<file path="config.mk">
export PLATFORM = sky130hd
export DESIGN_NAME = tte_exec
export DESIGN_NICKNAME = d
export VERILOG_FILES = /design/src/verilog/tte_pkg.sv /design/src/verilog/tte_decode.sv /design/src/verilog/tte_exec.sv
export SDC_FILE = /design/constraint.sdc
export NUM_CORES = 1
export LEC_CHECK = 0
export ABC_CLOCK_PERIOD_IN_PS = 4900
export BUFFER_PORTS_ARGS = -buffer_cell sky130_fd_sc_hd__buf_2
export CORE_MARGIN = 1
export CORE_UTILIZATION = 49
export CTS_BUF_LIST = sky130_fd_sc_hd__clkbuf_4 sky130_fd_sc_hd__clkbuf_8 sky130_fd_sc_hd__clkbuf_16
export CTS_CLUSTER_DIAMETER = 200
export DETAILED_ROUTE_END_ITERATION = 8
export PLACE_DENSITY = 0.84
export SLEW_MARGIN = 40
export SYNTH_ARGS = -nofsm -noshare
export SYNTH_HDL_FRONTEND = slang
export SYNTH_SLANG_ARGS = --single-unit
</file>
<file path="constraint.sdc">
create_clock -name clk -period 4.9 [get_ports clk]
set_input_delay 0.98 -clock clk [delete_from_list [all_inputs] [get_ports clk]]
set_output_delay 0.98 -clock clk [all_outputs]
set_load 0.01 [all_outputs]
</file>
<file path="src/verilog/tte_pkg.sv">
// Package of opcodes and carriers for the timer-transfer execution block
// ==========================================================================
// Function
// - Timer-1 load writes aux to high nibble, acc to low, of timer 1 and reload.
// - Timer-2 load writes aux/acc nibbles into timer 2 and low reload; one cycle.
// - High-reload load writes aux/acc nibbles into timer-2 high reload; carry kept.
// - Reload copy loads all eight timer-2 bits from the low reload register.
// - Timer-1 read puts timer-1 high nibble in aux, low nibble in acc.
package tte_pkg;

  localparam int INSTR_W = 10;
  localparam int NIB_W   = 4;
  localparam int BYTE_W  = 8;

  // ==========================================================================
  // Opcodes
  localparam logic [INSTR_W-1:0] OP_LOAD_T1    = 10'h230;
  localparam logic [INSTR_W-1:0] OP_LOAD_T2    = 10'h231;
  localparam logic [INSTR_W-1:0] OP_LOAD_R2H   = 10'h294;
  localparam logic [INSTR_W-1:0] OP_COPY_R2L   = 10'h295;
  localparam logic [INSTR_W-1:0] OP_MOVE_AUX   = 10'h01e;
  localparam logic [INSTR_W-1:0] OP_READ_T1    = 10'h270;

  localparam logic [BYTE_W-1:0] BYTE_RST = 8'h00;
  localparam logic [NIB_W-1:0]  NIB_RST  = 4'h0;

  // ==========================================================================
  // Decoded operation
  typedef enum logic [2:0] {
    OPK_NONE     = 3'b000,
    OPK_LOAD_T1  = 3'b001,
    OPK_LOAD_T2  = 3'b010,
    OPK_LOAD_R2H = 3'b011,
    OPK_COPY_R2L = 3'b100,
    OPK_MOVE_AUX = 3'b101,
    OPK_READ_T1  = 3'b110
  } tte_op_t;

  // Write strobes and data toward the timer unit
  typedef struct packed {
    logic              timer_one_we;
    logic              timer_one_reload_we;
    logic              timer_two_we;
    logic              timer_two_reload_low_we;
    logic              timer_two_reload_high_we;
    logic [BYTE_W-1:0] timer_one_d;
    logic [BYTE_W-1:0] timer_two_d;
    logic [BYTE_W-1:0] reload_d;
  } tte_tmr_wr_t;

  // Write strobes and data toward the register file
  typedef struct packed {
    logic             acc_we;
    logic             aux_we;
    logic [NIB_W-1:0] acc_d;
    logic [NIB_W-1:0] aux_d;
  } tte_reg_wr_t;

endpackage
</file>
<file path="src/verilog/tte_decode.sv">
// Exact-match opcode decoder for the timer-transfer instructions
`timescale 1ns/1ps
module tte_decode (
  // Instruction
  input  wire logic [tte_pkg::INSTR_W-1:0] instr,
  input  wire logic                        instr_valid,
  // Decoded kind
  output tte_pkg::tte_op_t                 op
);
  // ==========================================================================
  // Whole word compared; no don't-care bits
  always_comb begin
    op = tte_pkg::OPK_NONE;
    if (!instr_valid) begin
      op = tte_pkg::OPK_NONE;
    end else if (instr == tte_pkg::OP_LOAD_T1) begin
      op = tte_pkg::OPK_LOAD_T1;
    end else if (instr == tte_pkg::OP_LOAD_T2) begin
      op = tte_pkg::OPK_LOAD_T2;
    end else if (instr == tte_pkg::OP_LOAD_R2H) begin
      op = tte_pkg::OPK_LOAD_R2H;
    end else if (instr == tte_pkg::OP_COPY_R2L) begin
      op = tte_pkg::OPK_COPY_R2L;
    end else if (instr == tte_pkg::OP_MOVE_AUX) begin
      op = tte_pkg::OPK_MOVE_AUX;
    end else if (instr == tte_pkg::OP_READ_T1) begin
      op = tte_pkg::OPK_READ_T1;
    end
  end
endmodule

</file>
<file path="src/verilog/tte_exec.sv">
// Execution of the timer-transfer and register-move instructions
`timescale 1ns/1ps
module tte_exec (
  // Clock and reset
  input  wire logic                         clk,
  input  wire logic                         rst,
  // Instruction from the decoder stage
  input  wire logic [tte_pkg::INSTR_W-1:0]  instr,
  input  wire logic                         instr_valid,
  // Current core and timer state
  input  wire logic [tte_pkg::NIB_W-1:0]    acc,
  input  wire logic [tte_pkg::NIB_W-1:0]    aux,
  input  wire logic [tte_pkg::BYTE_W-1:0]   timer_one,
  input  wire logic [tte_pkg::BYTE_W-1:0]   timer_two_reload_low,
  // Writes to the timer unit and register file
  output tte_pkg::tte_tmr_wr_t              tmr_wr,
  output tte_pkg::tte_reg_wr_t              reg_wr,
  // Flow control results
  output logic                              carry_we,
  output logic                              skip_next
);
  tte_pkg::tte_op_t                op;
  logic [tte_pkg::BYTE_W-1:0]      pair;
  tte_pkg::tte_tmr_wr_t            tmr_wr_r;
  tte_pkg::tte_reg_wr_t            reg_wr_r;
  tte_pkg::tte_tmr_wr_t            tmr_wr_nxt;
  tte_pkg::tte_reg_wr_t            reg_wr_nxt;

  // Pairing puts two nibbles in one timer byte; other widths cannot be served
  if (tte_pkg::BYTE_W != 2 * tte_pkg::NIB_W) begin : g_width_check
    $error("timer byte must hold exactly two nibbles");
  end

  tte_decode tte_decode_inst (
    .instr       (instr),
    .instr_valid (instr_valid),
    .op          (op)
  );

  // ==========================================================================
  // Next writes
  assign pair = {aux, acc};

  always_comb begin
    tmr_wr_nxt = '0;
    reg_wr_nxt = '0;
    case (op)
      tte_pkg::OPK_LOAD_T1: begin
        tmr_wr_nxt.timer_one_we        = 1'b1;
        tmr_wr_nxt.timer_one_reload_we = 1'b1;
        tmr_wr_nxt.timer_one_d         = pair;
        tmr_wr_nxt.reload_d            = pair;
      end
      tte_pkg::OPK_LOAD_T2: begin
        tmr_wr_nxt.timer_two_we            = 1'b1;
        tmr_wr_nxt.timer_two_reload_low_we = 1'b1;
        tmr_wr_nxt.timer_two_d             = pair;
        tmr_wr_nxt.reload_d                = pair;
      end
      tte_pkg::OPK_LOAD_R2H: begin
        tmr_wr_nxt.timer_two_reload_high_we = 1'b1;
        tmr_wr_nxt.reload_d                 = pair;
      end
      tte_pkg::OPK_COPY_R2L: begin
        tmr_wr_nxt.timer_two_we = 1'b1;
        tmr_wr_nxt.timer_two_d  = timer_two_reload_low;
      end
      tte_pkg::OPK_MOVE_AUX: begin
        reg_wr_nxt.acc_we = 1'b1;
        reg_wr_nxt.acc_d  = aux;
      end
      tte_pkg::OPK_READ_T1: begin
        reg_wr_nxt.aux_we = 1'b1;
        reg_wr_nxt.aux_d  = timer_one[tte_pkg::BYTE_W-1:tte_pkg::NIB_W];
        reg_wr_nxt.acc_we = 1'b1;
        reg_wr_nxt.acc_d  = timer_one[tte_pkg::NIB_W-1:0];
      end
      default: begin
        tmr_wr_nxt = '0;
        reg_wr_nxt = '0;
      end
    endcase
  end

  // ==========================================================================
  // Registered write strobes, applied by the owners at the next edge
  // Registering costs one cycle of latency but keeps outputs glitch free
  always_ff @(posedge clk) begin
    if (rst) begin
      tmr_wr_r <= '0;
    end else begin
      tmr_wr_r <= tmr_wr_nxt;
    end
  end

  always_ff @(posedge clk) begin
    if (rst) begin
      reg_wr_r <= '0;
    end else begin
      reg_wr_r <= reg_wr_nxt;
    end
  end

  // None of these instructions touch carry or skip
  always_ff @(posedge clk) begin
    if (rst) begin
      carry_we  <= 1'b0;
      skip_next <= 1'b0;
    end else begin
      carry_we  <= 1'b0;
      skip_next <= 1'b0;
    end
  end

  assign tmr_wr = tmr_wr_r;
  assign reg_wr = reg_wr_r;

  // ==========================================================================
  // Checks
  a_t1_load_data: assert property (@(posedge clk) disable iff (rst)
    (instr_valid && instr == tte_pkg::OP_LOAD_T1) |=>
      (tmr_wr.timer_one_we && tmr_wr.timer_one_reload_we &&
       tmr_wr.timer_one_d == {$past(aux), $past(acc)} &&
       tmr_wr.reload_d == {$past(aux), $past(acc)}))
    else $error("timer one load wrong");

  a_t2_load_data: assert property (@(posedge clk) disable iff (rst)
    (instr_valid && instr == tte_pkg::OP_LOAD_T2) |=>
      (tmr_wr.timer_two_we && tmr_wr.timer_two_reload_low_we &&
       !tmr_wr.timer_one_we && tmr_wr.timer_two_d == {$past(aux), $past(acc)} &&
       tmr_wr.reload_d == {$past(aux), $past(acc)}))
    else $error("timer two load wrong");

  a_r2h_load_data: assert property (@(posedge clk) disable iff (rst)
    (instr_valid && instr == tte_pkg::OP_LOAD_R2H) |=>
      (tmr_wr.timer_two_reload_high_we && !tmr_wr.timer_two_we &&
       tmr_wr.reload_d == {$past(aux), $past(acc)}))
    else $error("high reload load wrong");

  a_r2l_copy_data: assert property (@(posedge clk) disable iff (rst)
    (instr_valid && instr == tte_pkg::OP_COPY_R2L) |=>
      (tmr_wr.timer_two_we && tmr_wr.timer_two_d == $past(timer_two_reload_low)))
    else $error("reload copy wrong");

  a_move_aux_acc: assert property (@(posedge clk) disable iff (rst)
    (instr_valid && instr == tte_pkg::OP_MOVE_AUX) |=>
      (reg_wr.acc_we && !reg_wr.aux_we && reg_wr.acc_d == $past(aux)))
    else $error("aux move wrong");

  a_t1_read_data: assert property (@(posedge clk) disable iff (rst)
    (instr_valid && instr == tte_pkg::OP_READ_T1) |=>
      (reg_wr.acc_we && reg_wr.aux_we &&
       {reg_wr.aux_d, reg_wr.acc_d} == $past(timer_one)))
    else $error("timer one read wrong");

  a_no_carry_skip: assert property (@(posedge clk) disable iff (rst)
    ##1 (!carry_we && !skip_next))
    else $error("carry or skip disturbed");

  a_exact_match: assert property (@(posedge clk) disable iff (rst)
    (!instr_valid || (instr != tte_pkg::OP_LOAD_T1 && instr != tte_pkg::OP_LOAD_T2 &&
      instr != tte_pkg::OP_LOAD_R2H && instr != tte_pkg::OP_COPY_R2L &&
      instr != tte_pkg::OP_MOVE_AUX && instr != tte_pkg::OP_READ_T1)) |=>
      (tmr_wr == '0 && reg_wr == '0))
    else $error("write on unmatched word");

  a_idle_no_write: assert property (@(posedge clk) disable iff (rst)
    !instr_valid |=>
      (tmr_wr == '0 && reg_wr == '0))
    else $error("write without a valid word");

  // ==========================================================================
  // Side effects: each kind raises only its own strobes, a stray one would
  // silently corrupt a timer or register that the program still relies on
  a_t1_load_only: assert property (@(posedge clk) disable iff (rst)
    (instr_valid && instr == tte_pkg::OP_LOAD_T1) |=>
      (!tmr_wr.timer_two_we && !tmr_wr.timer_two_reload_low_we &&
       !tmr_wr.timer_two_reload_high_we &&
       !reg_wr.acc_we && !reg_wr.aux_we))
    else $error("timer one load touched other state");

  a_t2_load_only: assert property (@(posedge clk) disable iff (rst)
    (instr_valid && instr == tte_pkg::OP_LOAD_T2) |=>
      (!tmr_wr.timer_one_reload_we &&
       !tmr_wr.timer_two_reload_high_we &&
       !reg_wr.acc_we && !reg_wr.aux_we))
    else $error("timer two load touched other state");

  a_r2h_load_only: assert property (@(posedge clk) disable iff (rst)
    (instr_valid && instr == tte_pkg::OP_LOAD_R2H) |=>
      (!tmr_wr.timer_one_we && !tmr_wr.timer_one_reload_we &&
       !tmr_wr.timer_two_reload_low_we &&
       !reg_wr.acc_we && !reg_wr.aux_we))
    else $error("high reload load touched other state");

  a_r2l_copy_only: assert property (@(posedge clk) disable iff (rst)
    (instr_valid && instr == tte_pkg::OP_COPY_R2L) |=>
      (!tmr_wr.timer_one_we && !tmr_wr.timer_one_reload_we &&
       !tmr_wr.timer_two_reload_low_we &&
       !tmr_wr.timer_two_reload_high_we &&
       !reg_wr.acc_we && !reg_wr.aux_we))
    else $error("reload copy touched other state");

  a_move_aux_only: assert property (@(posedge clk) disable iff (rst)
    (instr_valid && instr == tte_pkg::OP_MOVE_AUX) |=>
      (!tmr_wr.timer_one_we && !tmr_wr.timer_one_reload_we &&
       !tmr_wr.timer_two_we &&
       !tmr_wr.timer_two_reload_low_we &&
       !tmr_wr.timer_two_reload_high_we))
    else $error("aux move touched timer state");

  a_t1_read_only: assert property (@(posedge clk) disable iff (rst)
    (instr_valid && instr == tte_pkg::OP_READ_T1) |=>
      (!tmr_wr.timer_one_we && !tmr_wr.timer_one_reload_we &&
       !tmr_wr.timer_two_we &&
       !tmr_wr.timer_two_reload_low_we &&
       !tmr_wr.timer_two_reload_high_we))
    else $error("timer one read touched timer state");

  // ==========================================================================
  // Reset
  a_reset_clear: assert property (@(posedge clk)
    rst |=> (tmr_wr == '0 && reg_wr == '0 && !carry_we && !skip_next))
    else $error("outputs not cleared by reset");

endmodule

</file>
==> flow_summary.yaml <==
timing:
  setup_viol: 0
  fin_crit_sh_pct: 50.7
  setup_ws_ps: 2410
  worstMarginPinSlew_ps: 747
  whs_ps: 821
  min_period_ps: 2490
  slew_violations: 0
  max_freq_mhz: 402
  rsz0062_at_grt: "false"
  tns_ps: 0
  maxSlewHeadroom_pct: 50.1
  timing_hold_violations_final: 0
yosys:
  synth.area.top_cells: "dfxtp_1, o32ai_1, nand2_1, a211oi_2, nor3b_2"
  yosysWarnings: 0
  synth-seq-cells: 38
  yosysSeqAreaShare_pct: 46.7
  synth_top_area_share_pct: 46.7
  synth_cell_types: 43
  ys.flop_type: "dfxtp_1"
  syn_area_um2: 1630
  synth_edf_count: 0
  synth_top_cell_by_area: "dfxtp_1"
  syn_avg_cell_area_um2: 10.6
  netlist_instances: 153
  async_flop_share_pct: 0
grt:
  grt_max_degree: 19
  antenna_found_initial: 0
  grt_first_pass_wirelength_um: 5790
  grt_pass1_vias: 1278
  globalRouteTotalUtil_pct: 22.5
  grt_overflow: 0
cells_and_area:
  drive_gt1_share_pct: 46.5
  nets: 262
  final_cell_mix: "buf_2, dfxtp_1, nand2_1, inv_1"
  final_cells: 270
  final_core_util_pct: 67.6
  final_common_cell: "buf_2"
  area_growth_pct: 28.9
  num_antenna_cells: 0
drt:
  via_count: 1428
  drc: 0
  drt_iter0_markers: 44
  firstDrtPassIters: 4
  wl_per_cell_um: 13.9
  drt-total-wl_um: 3760
  via_per_inst: 5.29
  drtAntennaViolNets: 0
placement:
  dp_slack_ps: 2090
  gp_congestion: 0.784
  dp_hpwl_um: 2710
  port_buffers: 75
  dpl.cell_count: 262
power:
  clkPwrFrac_pct: 43.4
  p_sw_share_pct: 20.1
  p_per_area_nw_per_um2: 299
  p_seq_share_pct: 49.3
  peakVddDrop_mv: 0.141
  p_comb_share_pct: 7.3
  p_leak_nw: 0.924
  netSwitchingPower_w: 0.000126
  internal-power_w: 0.000501
clock_network:
  cts-root-buf: "clkbuf_4"
  cts_tree: "built"
  cts_num_sinks: 38
  clockBufferDepth: 2
  cts_htree_levels: 2
  path_clk_slew_ps: 110
  cts_buffers: 5
  cts-resized-gates: 0
  cts.hold.buffers_added: 0
  postCtsSetupBuffers: 0
critical_path:
  crit_path_top_delay_cell: "or4b_1"
  arrival_ps: 2690
  cp-end-kind: "flip-flop"
  cp_max_fo: 18
  crit_start: "instr[8]"
  critPathMaxStageDelay_ps: 730
  startpoint_type: "primary input"
  worstSetupPathType: "in2reg"
  required_ps: 5100
  cp_cell_sequence: "buf_2 -> nand2b_4 -> or4b_1 -> o32ai_4 -> o32ai_1"
worst_hold_path:
  hold-path-endpoint: "tmr_wr[1]"
  hold_depth: 2
  worstHoldPathType: "in2reg"
  min-delay-start: "rst"
die:
  dieHeight_um: 59.6
  die_w_um: 59.6
  core_area_um2: 3100
  start_util_pct: 52.5
  io_pins: 78
  dieArea_um2: 3560
  row_count: 20
job:
  maxCapViolCount: 0
status:
  status: "completed"
-- final cells by class --
class                           count  area, um^2
Fill cell                         274        1000
Tap cell                           44        55.1
Clock inverter                      2        60.1
Clock buffer                        6        51.3
Multi-Input combinational cell     96         762
Timing Repair Buffer               75         375
Sequential cell                    38         761
Inverter                            9        33.8
-- registers in the layout, summed over array words and instances, names as in the netlist --
| signal | flops |
|---|---|
| reg_wr | 10 |
| tmr_wr | 28 |
-- cells in the mapped netlist, drive strengths merged (3+ instances only) --
library cell and number:
a211oi 5, o32ai 9, inv 9, nand4bb 3
buf 10, dfxtp 38, nand2 18, nor3 8
nand4 5, nor3b 5, and2 8, nor2 4
o211ai 4, nand3 3
-- cells by family (layout without fill, tap and decap cells) --
family                 after synthesis  count (layout)  synth area share (%)
other                                1               2                 0.230
AND/OR/NAND/NOR                     64              64                  27.4
buffers and inverters               20              92                  7.07
AO/OA/AOI/OAI                       29              29                  18.1
flip-flops                          38              38                  46.7
XOR/XNOR                             1               1                 0.538
-- worst max-delay path by stage --
stage,endpoint,slack [ps],depth (start not counted)
floorplan,tmr_wr[26],2420,7
global placement,reg_wr[3],2050,5
detailed placement,tmr_wr[13],2090,5
CTS,tmr_wr[14],2440,5
global route,tmr_wr[14],2360,5
finish,tmr_wr[14],2410,5
-- power by group through the flow --
stage               registers, W  clock network (W)   logic, W
CTS                     0.000309           0.000275  0.0000453
global route            0.000309           0.000287  0.0000495
floorplan               0.000316                  0  0.0000237
detailed placement      0.000316                  0  0.0000448
global placement        0.000316                  0  0.0000435
finish                  0.000309           0.000272  0.0000456
-- stage by stage --
| stage | area (um^2) | total power [W] |
|---|---|---|
| floorplan | 1630 | 0.000340 |
| global placement | 1980 | 0.000359 |
| detailed placement | 1990 | 0.000361 |
| CTS | 2100 | 0.000630 |
| global route | 2100 | 0.000645 |
| finish | 2100 | 0.000627 |
-- worst max-delay path, delay by kind of cell --
kind	cells	cell delay, ps
and+or+nand+nor	2	900
AOI/OAI and AO/OA	2	700
buffers and inverters	1	90
-- routing by layer --
layer	wire, um	up-vias	track usage [%]
li1	-	699	-
met1	1540	654	26.4
met3	201	12	3.49
met5	0	-	0
met2	1920	63	39.0
met4	93	0	12.6
Note: power is estimated with default switching activity, not from simulation.
